File: src/rtl/spi_port_map.vh
`ifndef SPI_PORT_MAP_VH
`define SPI_PORT_MAP_VH
// ----------------------------------------
// Register indexes (byte address = 4 x index)
// ----------------------------------------
`define IDX_PRIO_LOW 8'hBA
`define IDX_PRIO_HIGH 8'hBB
`define IDX_CONTROL 8'hBC
`define IDX_STATUS 8'hBD
`define IDX_DATA 8'hBE
`define IDX_IRQ_ENABLE 8'hC0
`define IDX_IRQ_MASK 8'hC1
`define IDX_IRQ_STATUS 8'hC2
// ----------------------------------------
// Control fields
// ----------------------------------------
`define CTL_ENABLE 7
`define CTL_MASTER 6
`define CTL_CLOCK_IDLE_LEVEL 5
`define CTL_SAMPLE_EDGE_SELECT 4
`define CTL_SELECT_PIN_DISABLE 3
`define CTL_BIT_ORDER_SELECT 2
// ----------------------------------------
// Status fields
// ----------------------------------------
`define ST_DONE 7
`define ST_WRITE_COLLISION_FLAG 6
`define ST_MODE_FAULT_FLAG 5
`define ST_OVF 4
`define ST_FULL 3
`define ST_BUSY 2
// ----------------------------------------
// Other fields and reset values
// ----------------------------------------
`define PRIO_BIT 4
`define IE_PORT 0
`define IE_GLOBAL 1
`define RST_BYTE 8'h00
`endif

File: src/rtl/spi_shifter.v
`include "spi_port_map.vh"
module spi_shifter #(
    parameter W = 8
) (
    input wire hclk,
    input wire hresetn,
    input wire active,
    input wire master,
    input wire clock_idle_level,
    input wire sample_edge_select,
    input wire bit_order_select,
    input wire [1:0] rate,
    input wire load,
    input wire [W-1:0] load_data,
    input wire sck_in,
    input wire ss_active,
    input wire miso_in,
    input wire mosi_in,
    output reg sck_out,
    output reg data_out,
    output reg busy,
    output reg done,
    output reg [W-1:0] rx_data
);
    // ----------------------------------------
    // Shift engine
    // ----------------------------------------
    reg [W-1:0] shreg;
    reg [3:0] div_cnt;
    reg [4:0] edge_cnt;
    reg sck_prev;
    reg [1:0] smp_d;
    reg [W-1:0] rxsh;
    wire [3:0] div_top = (4'h1 << rate) - 4'h1;
    wire serial_in = master ? miso_in : mosi_in;
    wire s_rise = sck_in & ~sck_prev;
    wire s_fall = ~sck_in & sck_prev;
    wire lead = clock_idle_level ? s_fall : s_rise;
    wire trail = clock_idle_level ? s_rise : s_fall;
    wire m_tick = busy && master && !edge_cnt[4] && (div_cnt == div_top);
    wire s_edge = busy && !master && ss_active && !edge_cnt[4] && (lead | trail);
    wire edge_any = m_tick | s_edge;
    wire is_first = ~edge_cnt[0];
    wire sample = is_first ^ sample_edge_select;
    // Master input lags its own clock edge by the two pin flops
    wire strobe = master ? smp_d[1] : (s_edge && sample);
    wire fin = busy && edge_cnt[4] && (smp_d == 2'b00);
    wire out_bit = bit_order_select ? shreg[0] : shreg[W-1];

    always @(posedge hclk or negedge hresetn) begin
        if (!hresetn) begin
            shreg <= `RST_BYTE;
            div_cnt <= 4'h0;
            edge_cnt <= 5'd0;
            sck_prev <= 1'b1;
            smp_d <= 2'b00;
            rxsh <= `RST_BYTE;
            sck_out <= 1'b0;
            data_out <= 1'b0;
            busy <= 1'b0;
            done <= 1'b0;
            rx_data <= `RST_BYTE;
        end else begin
            sck_prev <= sck_in;
            done <= 1'b0;
            div_cnt <= m_tick ? 4'h0 : (busy ? div_cnt + 4'h1 : 4'h0);
            smp_d <= {smp_d[0], m_tick && sample};
            if (strobe)
                rxsh <= bit_order_select ? {serial_in, rxsh[W-1:1]} : {rxsh[W-2:0], serial_in};
            if (!active) begin
                busy <= 1'b0;
                sck_out <= clock_idle_level;
            end else if (load) begin
                shreg <= load_data;
                busy <= master;
                edge_cnt <= 5'd0;
                sck_out <= clock_idle_level;
                data_out <= bit_order_select ? load_data[0] : load_data[W-1];
            end else begin
                if (!busy)
                    sck_out <= clock_idle_level;
                if (!master && ss_active && !busy) begin
                    busy <= 1'b1;
                    edge_cnt <= 5'd0;
                    data_out <= out_bit;
                end
                if (edge_any) begin
                    if (master)
                        sck_out <= ~sck_out;
                    edge_cnt <= edge_cnt + 5'd1;
                    if (sample) begin
                        if (bit_order_select)
                            shreg <= {serial_in, shreg[W-1:1]};
                        else
                            shreg <= {shreg[W-2:0], serial_in};
                    end else if (!(is_first && edge_cnt == 5'd0 && !sample_edge_select)) begin
                        data_out <= out_bit;
                    end
                end
                if (fin) begin
                    busy <= 1'b0;
                    done <= 1'b1;
                    rx_data <= rxsh;
                end
                if (!master && !ss_active && busy)
                    busy <= 1'b0;
            end
        end
    end
endmodule // spi_shifter

File: src/rtl/spi_master_slave_port.v
// How it works
// - Clock idle level follows the polarity bit: 0 low, 1 high.
// - Phase 0 samples on first clock edge, phase 1 on second.
// - Transfer-done flag set by hardware at each transfer end.
// - Done flag cleared on interrupt vectoring or by writing 0.
// - Collision flag set when data written while busy.
// - Collision flag cleared by writing 0 or a data write when not busy.
// - Master with select pin enabled: select low sets mode fault; write 0 clears.
// - Mode fault clears enable and master bits.
// - Overrun set when transfer ends with full still set; write 0 or data read clears.
// - Full flag set at transfer end; write 0 or data read clears.
// - Busy flag is read only and high during a transfer.
// - Data write when enabled and not busy loads shift register; in master mode starts transfer.
// - Data read returns receive buffer, not shift register.
// - Priority is two bits: low bit and high bit in two registers.
// - Request reaches CPU on port_irq only with port and global enables set; irq is gated by the mask alone.
`include "spi_port_map.vh"
module spi_master_slave_port #(
    parameter W = 8
) (
    input wire hclk,
    input wire hresetn,
    input wire hsel,
    input wire [31:0] haddr,
    input wire [1:0] htrans,
    input wire hwrite,
    input wire [2:0] hsize,
    input wire [31:0] hwdata,
    input wire hready,
    output wire hreadyout,
    output wire hresp,
    output reg [31:0] hrdata,
    input wire irq_vectored,
    input wire sck_i,
    output wire sck_o,
    output wire sck_oe,
    input wire mosi_i,
    output wire mosi_o,
    output wire mosi_oe,
    input wire miso_i,
    output wire miso_o,
    output wire miso_oe,
    input wire ss_n_i,
    output wire port_irq,
    output wire [1:0] port_priority,
    output wire irq
);
    // ----------------------------------------
    // Input synchronisers
    // ----------------------------------------
    reg [3:0] sync1;
    reg [3:0] sync2;
    always @(posedge hclk or negedge hresetn) begin
        if (!hresetn) begin
            sync1 <= 4'hF;
            sync2 <= 4'hF;
        end else begin
            sync1 <= {sck_i, mosi_i, miso_i, ss_n_i};
            sync2 <= sync1;
        end
    end
    wire sck_s = sync2[3];
    wire mosi_s = sync2[2];
    wire miso_s = sync2[1];
    wire ss_n_s = sync2[0];

    // ----------------------------------------
    // AHB-Lite slave
    // ----------------------------------------
    reg ph_wr;
    reg ph_rd;
    reg [7:0] ph_idx;
    wire take = hsel && hready && htrans[1];
    assign hreadyout = 1'b1;
    assign hresp = 1'b0;
    always @(posedge hclk or negedge hresetn) begin
        if (!hresetn) begin
            ph_wr <= 1'b0;
            ph_rd <= 1'b0;
            ph_idx <= 8'h00;
        end else begin
            ph_wr <= take && hwrite;
            ph_rd <= take && !hwrite;
            ph_idx <= haddr[9:2];
        end
    end
    function is_reg;
        input [7:0] idx;
        input [7:0] want;
        begin
            is_reg = (idx == want);
        end
    endfunction
    wire [7:0] wb = hwdata[7:0];
    wire wr_ctl = ph_wr && is_reg(ph_idx, `IDX_CONTROL);
    wire wr_sta = ph_wr && is_reg(ph_idx, `IDX_STATUS);
    wire wr_dat = ph_wr && is_reg(ph_idx, `IDX_DATA);
    wire rd_dat = ph_rd && is_reg(ph_idx, `IDX_DATA);

    // ----------------------------------------
    // Registers
    // ----------------------------------------
    reg [7:0] control;
    reg [7:0] prio_low;
    reg [7:0] prio_high;
    reg [1:0] irq_enable;
    reg [7:0] irq_mask;
    reg [7:0] irq_status;
    reg f_done;
    reg f_write_collision_flag;
    reg f_mode_fault_flag;
    reg f_ovf;
    reg f_full;
    wire busy;
    wire done;
    wire [W-1:0] rx_data;
    wire en = control[`CTL_ENABLE];
    wire master = control[`CTL_MASTER];
    wire ss_act = !ss_n_s;
    wire mode_fault_flag_ev = en && master && !control[`CTL_SELECT_PIN_DISABLE] && ss_act;

    always @(posedge hclk or negedge hresetn) begin
        if (!hresetn) begin
            control <= `RST_BYTE;
            prio_low <= `RST_BYTE;
            prio_high <= `RST_BYTE;
            irq_enable <= 2'b00;
            irq_mask <= `RST_BYTE;
        end else begin
            if (wr_ctl)
                control <= wb;
            if (mode_fault_flag_ev) begin
                control[`CTL_ENABLE] <= 1'b0;
                control[`CTL_MASTER] <= 1'b0;
            end
            if (ph_wr && is_reg(ph_idx, `IDX_PRIO_LOW))
                prio_low <= wb;
            if (ph_wr && is_reg(ph_idx, `IDX_PRIO_HIGH))
                prio_high <= wb;
            if (ph_wr && is_reg(ph_idx, `IDX_IRQ_ENABLE))
                irq_enable <= wb[1:0];
            if (ph_wr && is_reg(ph_idx, `IDX_IRQ_MASK))
                irq_mask <= wb;
        end
    end

    // ----------------------------------------
    // Status flags (set wins over clear)
    // ----------------------------------------
    always @(posedge hclk or negedge hresetn) begin
        if (!hresetn) begin
            f_done <= 1'b0;
            f_write_collision_flag <= 1'b0;
            f_mode_fault_flag <= 1'b0;
            f_ovf <= 1'b0;
            f_full <= 1'b0;
        end else begin
            if (done)
                f_done <= 1'b1;
            else if (irq_vectored || (wr_sta && !wb[`ST_DONE]))
                f_done <= 1'b0;
            if (wr_dat && busy)
                f_write_collision_flag <= 1'b1;
            else if ((wr_sta && !wb[`ST_WRITE_COLLISION_FLAG]) || wr_dat)
                f_write_collision_flag <= 1'b0;
            if (mode_fault_flag_ev)
                f_mode_fault_flag <= 1'b1;
            else if (wr_sta && !wb[`ST_MODE_FAULT_FLAG])
                f_mode_fault_flag <= 1'b0;
            if (done && f_full)
                f_ovf <= 1'b1;
            else if ((wr_sta && !wb[`ST_OVF]) || rd_dat)
                f_ovf <= 1'b0;
            if (done)
                f_full <= 1'b1;
            else if ((wr_sta && !wb[`ST_FULL]) || rd_dat)
                f_full <= 1'b0;
        end
    end
    wire [7:0] status = {f_done, f_write_collision_flag, f_mode_fault_flag, f_ovf, f_full, busy, 2'b00};

    // ----------------------------------------
    // Interrupt block
    // ----------------------------------------
    wire [7:0] events = {done, wr_dat && busy, mode_fault_flag_ev, done && f_full, done, 3'b000};
    always @(posedge hclk or negedge hresetn) begin
        if (!hresetn)
            irq_status <= `RST_BYTE;
        else
            irq_status <= events
                | (irq_status & ~((ph_wr && is_reg(ph_idx, `IDX_IRQ_STATUS)) ? wb : 8'h00));
    end
    assign irq = |(irq_status & irq_mask);
    assign port_irq = irq_enable[`IE_PORT] && irq_enable[`IE_GLOBAL]
        && (f_done | f_mode_fault_flag | f_write_collision_flag);
    assign port_priority = {prio_high[`PRIO_BIT], prio_low[`PRIO_BIT]};

    // ----------------------------------------
    // Read mux
    // ----------------------------------------
    always @(posedge hclk or negedge hresetn) begin
        if (!hresetn)
            hrdata <= 32'h0000_0000;
        else if (take && !hwrite) begin
            case (haddr[9:2])
                `IDX_PRIO_LOW: hrdata <= {24'h000000, prio_low};
                `IDX_PRIO_HIGH: hrdata <= {24'h000000, prio_high};
                `IDX_CONTROL: hrdata <= {24'h000000, control};
                `IDX_STATUS: hrdata <= {24'h000000, status};
                `IDX_DATA: hrdata <= {24'h000000, rx_data};
                `IDX_IRQ_ENABLE: hrdata <= {30'h00000000, irq_enable};
                `IDX_IRQ_MASK: hrdata <= {24'h000000, irq_mask};
                `IDX_IRQ_STATUS: hrdata <= {24'h000000, irq_status};
                default: hrdata <= 32'h0000_0000;
            endcase
        end
    end

    // ----------------------------------------
    // Shifter and pins
    // ----------------------------------------
    wire sck_drv;
    wire dout;
    spi_shifter #(.W(W)) u_shift (
        .hclk(hclk),
        .hresetn(hresetn),
        .active(en),
        .master(master),
        .clock_idle_level(control[`CTL_CLOCK_IDLE_LEVEL]),
        .sample_edge_select(control[`CTL_SAMPLE_EDGE_SELECT]),
        .bit_order_select(control[`CTL_BIT_ORDER_SELECT]),
        .rate(control[1:0]),
        .load(wr_dat && !busy),
        .load_data(wb),
        .sck_in(sck_s),
        .ss_active(ss_act || control[`CTL_SELECT_PIN_DISABLE]),
        .miso_in(miso_s),
        .mosi_in(mosi_s),
        .sck_out(sck_drv),
        .data_out(dout),
        .busy(busy),
        .done(done),
        .rx_data(rx_data)
    );
    assign sck_o = sck_drv;
    assign sck_oe = en && master;
    assign mosi_o = dout;
    assign mosi_oe = en && master;
    assign miso_o = dout;
    assign miso_oe = en && !master && ss_act;
endmodule // spi_master_slave_port

File: config.mk
export PLATFORM = sky130hd
export DESIGN_NAME = spi_master_slave_port
export DESIGN_NICKNAME = d
export VERILOG_FILES = /design/src/rtl/spi_shifter.v /design/src/rtl/spi_master_slave_port.v
export VERILOG_INCLUDE_DIRS = /design/src /design/src/rtl
export SDC_FILE = /design/constraint.sdc
export NUM_CORES = 1
export LEC_CHECK = 0
export ABC_CLOCK_PERIOD_IN_PS = 3100
export BUFFER_PORTS_ARGS = -buffer_cell sky130_fd_sc_hd__buf_4
export CORE_ASPECT_RATIO = 0.9
export CORE_MARGIN = 2
export CORE_UTILIZATION = 58
export CTS_CLUSTER_SIZE = 20
export DETAILED_ROUTE_END_ITERATION = 10
export PLACE_DENSITY = 0.84
export SKIP_CTS_REPAIR_TIMING = 1
export SYNTH_ARGS = -nofsm -noshare
export SYNTH_HDL_FRONTEND = slang
export SYNTH_SLANG_ARGS = --single-unit
File: constraint.sdc
create_clock -name hclk -period 3.1 [get_ports hclk]
set_input_delay 0.155 -clock hclk [delete_from_list [all_inputs] [get_ports hclk]]
set_output_delay 0.155 -clock hclk [all_outputs]
set_load 0.02 [all_outputs]
# --- After elaboration in Yosys (flattened, before gate mapping) ---
# Index checks and enable logic that the tools add are counted.
classes:
  addsub: 3
  n_eq_ne: 18
  shifts: 1
  muxes: 48
  bitwise: 16
  n_reduce_logical: 78
ops:
  columns: ["operator", "n"]
  rows:
  - ["$eq A8 B8 Y1 const B", 16]
  - ["$pmux W8 S8", 1]
  - ["$mux W8", 7]
  - ["$logic_and A1 B1 Y1", 45]
  - ["$mux W1", 34]
  - ["$and A8 B8 Y8", 2]
  - ["$reduce_bool A2 Y1", 8]
  - ["$mux W5", 3]
  - ["$logic_not A1 Y1", 13]
  - ["$mux W4", 2]
  - ["$not A8 Y8", 1]
  - ["$or A8 B8 Y8", 1]
  - ["$reduce_or A8 Y1", 1]
  - ["$reduce_and A3 Y1", 2]
  - ["$add A5 B1 Y5 const B", 1]
  - ["$logic_not A5 Y1", 1]
  - ["$logic_or A1 B1 Y1", 5]
  - ["$ne A5 B1 Y1 const B", 1]
  - ["$not A1 Y1", 5]
  - ["$add A4 B1 Y4 const B", 1]
  - ["$eq A4 B4 Y1", 1]
  - ["$or A1 B1 Y1", 4]
  - ["$shl A1 B2 Y4 const A", 1]
  - ["$sub A4 B1 Y4 const B", 1]
  - ["6 further kinds", 7]
totals:
  reg_bits: 137
  in_bits: 79
  output_inout_bits: 44

# --- Depth between registers and ports, before layout ---
# Gate-level depths: netlist (run 1).
depth:
  ltp_word: 9
  ltp_mapped: 7

# --- Modules after synthesis ---
# A second synthesis (run 1) with hierarchy kept.
unflattened:
  hier_cells: 504
  area_unflattened_um2: 5739.3
by_module_without_submodules:
  columns: ["module", "instances", "cells_per_inst", "area_per_inst_um2"]
  rows:
  - ["spi_master_slave_port", 1, 311, 3558.4]
  - ["spi_shifter", 1, 193, 2180.8]

# --- Worst setup path after synthesis (run 1) ---
# No wires, ideal clock.
synth_path:
  kind: "register to register"
  from: "register control[6]"
  to: "register u_shift.edge_cnt[2]"
  setup_time_ns: 0.126
  t_arrival_ns: 1.707
  t_required_ns: 2.974
  setup_slack_ns: 1.267
  path_stages_with_launch: 6
  n_path_buf: 1
  period_less_slack_ns: 1.833
  path_cell_list: "dfrtp_1 buf_2 or4_4 a21bo_4 o21ai_1 a221o_1"
synth_via:
  elab_chain_cells: 8
  word_cells_on_any_way: 15
  classes_between: "mux (2); bitwise (1); reduce/logical (12)"
synth_rtl:
  columns: ["element", "line", "rtl"]
  rows:
  - ["start, declared", "spi_master_slave_port.v:103", "reg [7:0] control;"]
  - ["start signal, assigned", "spi_master_slave_port.v:124", "control <= `RST_BYTE;"]
  - ["start signal, assigned", "spi_master_slave_port.v:131", "control <= wb;"]
  - ["$logic_not A1 Y1", "spi_shifter.v:41, spi_shifter.v:82", null]
  - ["$logic_and A1 B1 Y1 (4 in a row)", "spi_shifter.v:41", "wire s_edge = busy && !master && ss_active && !edge_cnt[4] && (lead | trail);"]
  - ["$or A1 B1 Y1", "spi_shifter.v:42", "wire edge_any = m_tick | s_edge;"]
  - ["$reduce_bool A3 Y1 (no line) or $mux W5 (tied branches)", null, null]
  - ["$reduce_and A2 Y1 (no line) or $mux W5 (tied branches)", null, null]
  - ["end signal, assigned", "spi_shifter.v:90", "edge_cnt <= edge_cnt + 5'd1;"]
  - ["end, declared", "spi_shifter.v:30", "reg [4:0] edge_cnt;"]
# Parallel ways exist; a longest one is shown, timed or not.
# A chain may end at the register's enable or synchronous reset.

# --- Final worst setup path (run 1) ---
layout_path:
  from: "register u_shift.busy"
  to: "register u_shift.edge_cnt[2]"
layout_via:
  elab_chain_cells: 7
  word_cells_on_any_way: 15
  classes_between: "mux (2); bitwise (1); reduce/logical (12)"
layout_rtl:
  columns: ["element", "line", "rtl"]
  rows:
  - ["start, declared", "spi_shifter.v:21", "output reg busy,"]
  - ["start signal, assigned", "spi_shifter.v:75", "busy <= master;"]
  - ["$logic_and A1 B1 Y1 (4 in a row)", "spi_shifter.v:41", null]
  - ["$or A1 B1 Y1", "spi_shifter.v:42", null]
  - ["$reduce_bool A3 Y1 (no line) or $mux W5 (tied branches)", null, null]
  - ["$reduce_and A2 Y1 (no line) or $mux W5 (tied branches)", null, null]
# Parallel ways exist; a longest one is shown, timed or not.

==> results.json, run 1 <==
{
  "status": "complete, no violations",
  "power_switching_uw": 800,
  "cts_root_buf": "clkbuf_8",
  "drt-initial-drc-count": 428,
  "antenna_found_initial": 0,
  "grt_overflow": 0,
  "path_cells": "nand2b_1 > or4_4 > a21bo_4 > o21ai_1 > a221o_1",
  "rr_worst_depth": 5,
  "seqPwrFrac_pct": 41.2,
  "critPathLaunchType": "flop",
  "routed_via_density": 6.09,
  "async_flop_share_pct": 100,
  "critPathRequiredTime_ns": 3.50,
  "synth_ff_type": "dfrtp_1",
  "rsz0062_at_grt": "false",
  "dp_hpwl_mm": 8.47,
  "fin_skew_ns": 0.0116,
  "hold_class": "in2reg",
  "setup_viol": 0,
  "relSlewSlack_pct": 39.1,
  "yosysWarnings": 0,
  "reg2reg_to": "u_shift.edge_cnt[2]",
  "critPathMaxFanout": 12,
  "muxShareOfSynthArea_pct": 13.8,
  "area_growth_pct": 20.8,
  "grt_pass1_vias": 3947,
  "p_leak_uw": 0.00313,
  "synth_compound_area_share_pct": 13.5,
  "synth_xor_area_share_pct": 1.12,
  "slowest_delay_ns": 0.58,
  "dp.cells": 631,
  "dieArea_sq_um": 10200,
  "diodes": 0,
  "max_freq_ghz": 0.431,
  "timing.setup.tns_ns": 0,
  "tritoncts": "yes",
  "synthAdderAreaFrac_pct": 0.689,
  "crit_type": "reg2reg",
  "vias": 4181,
  "clockBufferDepth": 2,
  "worstPathArrival_ns": 2.71,
  "cp.depth": 5,
  "io_pins": 123,
  "reg2reg_slack_ns": 0.78,
  "cts_made_buffers": 17,
  "die_w_um": 106,
  "core_sq_um": 9130,
  "cp-end-kind": "flop",
  "yosys_register_bits": 113,
  "synthDistinctLibCells": 63,
  "drc": 0,
  "grt_first_pass_wirelength_mm": 20.5,
  "placed_area_sq_um": 5740,
  "min_period_ns": 2.32,
  "clock_latency_ns": 0.52,
  "p_int_uw": 2950,
  "final_layout_size_suffix_gt1_share_pct": 23.4,
  "cap_violations": 0,
  "powerDensity_nw_per_um2": 570,
  "setup.worst_path.start": "u_shift.busy",
  "finalNonFillerCells": 687,
  "ir_drop_v": 0.000344,
  "avgSynthCellArea_sq_um": 11.2,
  "min_period_over_period_pct": 74.8,
  "place.gp.congestion": 0.940,
  "p_total_uw": 3750,
  "worst_slew_pin_slew_ns": 0.914,
  "synth_edf_count": 0,
  "ys_seq_area_share_pct": 52.1,
  "r2r-start": "u_shift.busy",
  "path_buf_inv": 0,
  "grt_max_degree": 73,
  "clk_pin_slew_ns": 0.06,
  "design_area_sq_um": 6580,
  "hold_viol": 0,
  "swShare_pct": 21.3,
  "cpLargestDelayFamily": "compound AO/OA/AOI/OAI gates",
  "synth_simple_gate_area_share_pct": 12.1,
  "wl_per_cell_um": 19.2,
  "slew_viol_final": 0,
  "htree_levels": 4,
  "rows": 33,
  "grt_usage_pct": 27.0,
  "combPwrFrac_pct": 6.1,
  "numPortBuffers": 44,
  "regArea_sq_um": 2840,
  "finalHoldWorstSlack_ns": 0.233,
  "synth_top_family_by_area": "multiplexers",
  "pwr-share-clk_pct": 52.6,
  "final_nets": 634,
  "multi_input_area_sq_um": 2340,
  "cts_sinks": 113,
  "num-fill-cells": 599,
  "routed_wl_mm": 13.2,
  "critPathSlowestCell": "dfrtp_1",
  "start_util_pct": 59.7,
  "die_h_um": 96.0,
  "ant_nets": 0,
  "synth_cells": 487,
  "netlist_area_sq_um": 5450,
  "cp-endpoint": "u_shift.edge_cnt[2]",
  "drt-pass1-iter-count": 5
}
-- sequential cells by signal (all words and copies together), names as in the netlist, 5 cells and up --
register / cells
control: 8
hrdata: 8
irq_mask: 8
irq_status: 8
ph_idx: 8
prio_high: 8
prio_low: 8
u_shift.edge_cnt: 5
u_shift.rx_data: 8
u_shift.rxsh: 8
u_shift.shreg: 8
-- worst min path at each step --
stage                     slack, ns    endpoint  cells past startpoint  startpoint
after floorplan               -0.14  control[0]                      0     hresetn
after global placement         0.26    sync1[2]                      1      mosi_i
after detailed placement       0.26    sync1[1]                      1      miso_i
after CTS                     -0.27    sync1[3]                      1       sck_i
after global routing           0.28    sync1[2]                      2      mosi_i
final                          0.23   hrdata[3]                      4      hwrite
-- cells in the mapped netlist (6+ instances only) --
cell      count  area (sq um)
dfstp_2       9           236
o21ai_0      17          85.1
and3_1        6          37.5
dfrtp_1     104          2600
a21oi_1      17          85.1
clkbuf_1     10          37.5
a22oi_1      14           105
nand2_1      31           116
nand3_1      11          55.1
buf_4        30           225
mux2i_1      28           280
mux2_2       42           473
a211oi_1      9          67.6
nor2_1       35           131
inv_1        12          45.0
nor2b_1      11          68.8
-- per-stage QoR --
step                worst slack [ns]  utilization (%)
detailed placement             0.867             62.9
finish                         0.782             72.1
floorplan                       1.27                -
global route                   0.558             72.1
CTS                            0.805             69.5
global placement               0.928             62.9
-- cell type report --
cell class	count	area share, %
Tap cell	122	2.32
Sequential cell	113	43.1
Timing Repair Buffer	70	9.09
Clock inverter	7	2.05
Clock buffer	25	7.05
Multi-Input combinational cell	337	35.6
Inverter	13	0.741
-- cell usage in the layout (no fill, tap or decap), drive strengths merged, types with 11 or more instances in the layout --
cell,n
o21ai,19
a22oi,14
dlygate4sd3,24
nor2,35
inv,12
nand3,11
mux2i,28
buf,46
conb,26
nand2,31
clkbuf,25
mux2,42
a21oi,18
dfrtp,104
nor2b,11
-- worst reg2reg max path, stage by stage, from the launching register on --
cell,delay [ns]
dfrtp_1,0.58
nand2b_1,0.18
or4_4,0.57
a21bo_4,0.30
o21ai_1,0.18
a221o_1,0.40
-- cells by family (layout without fill, tap and decap cells) --
group	count (synthesis)	after routing
compound gates	104	104
fa+ha+maj	3	3
xor+xnor	7	7
mux	70	70
flops	113	113
simple gates	127	127
buf+inv	61	115
other cells	2	26
-- power groups by stage --
stage / sequential, uW / combinational (uW) / clock (uW)
2_1_floorplan: 1560 / 133 / 0
4_1_cts: 1550 / 205 / 1990
3_3_place_gp: 1570 / 198 / 0
6_report: 1550 / 230 / 1980
5_1_grt: 1550 / 248 / 2070
3_5_place_dp: 1570 / 202 / 0
-- per-layer routing --
metal	track usage (%)	routed length (um)	vias up
li1	-	-	1844
met1	35.8	5300	2039
met2	42.0	6260	262
met3	7.24	1340	36
met4	12.4	329	0
met5	0	0	-
(Power assumes the default switching activity.)
==> run 2, diff against run 1 <==
--- a/config.mk
+++ b/config.mk
@@ -6,14 +6,14 @@
 export SDC_FILE = /design/constraint.sdc
 export NUM_CORES = 1
 export LEC_CHECK = 0
-export ABC_CLOCK_PERIOD_IN_PS = 3100
+export ABC_CLOCK_PERIOD_IN_PS = 2310
 export BUFFER_PORTS_ARGS = -buffer_cell sky130_fd_sc_hd__buf_4
 export CORE_ASPECT_RATIO = 0.9
 export CORE_MARGIN = 2
-export CORE_UTILIZATION = 58
+export CORE_UTILIZATION = 54
 export CTS_CLUSTER_SIZE = 20
 export DETAILED_ROUTE_END_ITERATION = 10
-export PLACE_DENSITY = 0.84
+export PLACE_DENSITY = 0.79
 export SKIP_CTS_REPAIR_TIMING = 1
 export SYNTH_ARGS = -nofsm -noshare
 export SYNTH_HDL_FRONTEND = slang
==> constraint.sdc (replaced) <==
create_clock -name hclk -period 2.31 [get_ports hclk]
set_input_delay 0.1155 -clock hclk [delete_from_list [all_inputs] [get_ports hclk]]
set_output_delay 0.1155 -clock hclk [all_outputs]
set_load 0.02 [all_outputs]
==> run 2 against run 1 <==
Net effect:
- register-to-register slack got worse by 0.56 ns
- worst setup slack got worse by 0.56 ns
- critical endpoint is now u_shift.shreg[2]
- largest cell class unchanged
- largest power group unchanged
- via count fell by 0.43%
- cell count rose by 2.2%
- clock skew fell by 0.0039 ns
- combinational power rose by 38%
- utilization fell by 3.0 points
- hold slack got worse by 0.12 ns
==> results.json, run 2 (synthesized netlist as in run 1, its figures left out) <==
{
  "status": "complete, no violations",
  "routed_wl_mm": 13.1,
  "rows": 34,
  "relSlewSlack_pct": 53.6,
  "grt_first_pass_wirelength_mm": 20.9,
  "rsz0062_at_grt": "false",
  "start_util_pct": 55.9,
  "powerDensity_nw_per_um2": 787,
  "grt_max_degree": 51,
  "power_switching_uw": 1090,
  "wl_per_cell_um": 18.6,
  "final_layout_size_suffix_gt1_share_pct": 25.7,
  "diodes": 0,
  "fin_skew_ns": 0.00772,
  "cts_root_buf": "clkbuf_8",
  "max_freq_ghz": 0.478,
  "pwr-share-clk_pct": 54.9,
  "cap_violations": 0,
  "slew_viol_final": 0,
  "p_int_uw": 4210,
  "p_leak_uw": 0.00322,
  "clk_pin_slew_ns": 0.05,
  "setup_viol": 0,
  "drt-initial-drc-count": 394,
  "ir_drop_v": 0.000564,
  "min_period_ns": 2.09,
  "hold_class": "in2async",
  "hold_viol": 0,
  "critPathRequiredTime_ns": 2.68,
  "cts_sinks": 113,
  "swShare_pct": 20.6,
  "antenna_found_initial": 0,
  "cp-end-kind": "flop",
  "p_total_uw": 5300,
  "worst_slew_pin_slew_ns": 0.695,
  "drt-pass1-iter-count": 5,
  "htree_levels": 4,
  "dieArea_sq_um": 10900,
  "numPortBuffers": 44,
  "grt_overflow": 0,
  "dp_hpwl_mm": 8.95,
  "final_nets": 645,
  "drc": 0,
  "combPwrFrac_pct": 6.0,
  "tritoncts": "yes",
  "multi_input_area_sq_um": 2340,
  "clockBufferDepth": 2,
  "routed_via_density": 5.93,
  "place.gp.congestion": 0.931,
  "die_w_um": 110,
  "core_sq_um": 9740,
  "worstPathArrival_ns": 2.46,
  "min_period_over_period_pct": 90.6,
  "grt_pass1_vias": 4016,
  "critPathLaunchType": "flop",
  "critPathMaxFanout": 12,
  "ant_nets": 0,
  "final_cell_mix": "104 x dfrtp_1, 56 x buf_4, 42 x mux2_2",
  "cts_made_buffers": 17,
  "crit_type": "reg2reg",
  "area_growth_pct": 23.6,
  "vias": 4163,
  "seqPwrFrac_pct": 39.1,
  "num-fill-cells": 668,
  "layout_commonest_cell": "dfrtp_1",
  "timing.setup.tns_ns": 0,
  "io_pins": 123,
  "die_h_um": 99.3,
  "grt_usage_pct": 25.5,
  "regArea_sq_um": 2840,
  "clock_latency_ns": 0.52
}
run 2: per-stage QoR:
step	cell area, sq um	setup WS, ns	hold WS [ns]	util [%]	instances
after floorplan	5540	0.477	-0.180	-	511
after global placement	5830	0.275	0.102	59.9	646
after detailed placement	5830	0.238	0.110	59.9	646
after CTS	6500	0.228	-0.437	66.7	678
after global routing	6740	0.130	0.139	69.2	702
final	6740	0.218	0.112	69.2	702
run 2: worst paths after layout:
| path | startpoint | to | slack [ns] | cells after the start |
|---|---|---|---|---|
| worst min register to register | sync1[1] | sync2[1] | 0.35 | 0 |
| worst max-delay path | u_shift.edge_cnt[4] | u_shift.shreg[2] | 0.22 | 5 |
| max in group asynchronous | hresetn | prio_low[7] | 1.47 | 3 |
| worst max register to register | u_shift.edge_cnt[4] | u_shift.shreg[2] | 0.22 | 5 |
| min in group hclk | hwrite | hrdata[5] | 0.17 | 4 |
| worst min-delay path | hresetn | u_shift.shreg[4] | 0.11 | 2 |
run 2: area by class of cell:
class                           instances  area share [%]
Tap cell                              126            2.34
Inverter                               13           0.724
Timing Repair Buffer                   81            10.1
Multi-Input combinational cell        337            34.8
Sequential cell                       113            42.1
Clock inverter                         11            3.08
Clock buffer                           21            6.82
run 2: power by group through the flow:
stage	clock, uW	sequential, uW	combinational [uW]
after detailed placement	0	2110	282
after floorplan	0	2100	179
after global routing	3050	2080	347
after CTS	2950	2070	284
after global placement	0	2100	275
final	2910	2070	317
run 2: worst max-delay path, stage by stage, from the launching register on:
cell      delay [ns]
dfrtp_1         0.39
nand2b_1        0.20
or4_4           0.55
a21bo_4         0.28
nor3b_4         0.39
a211oi_1        0.14
run 2: metal layers:
layer	track usage, %	wire length, um	vias up	part of all wire (%)
met2	38.4	6280	191	48
met4	9.64	238	0	1.8
met1	35.8	5570	2067	43
met5	0	0	-	0
li1	-	-	1870	-
met3	6.36	964	35	7.4
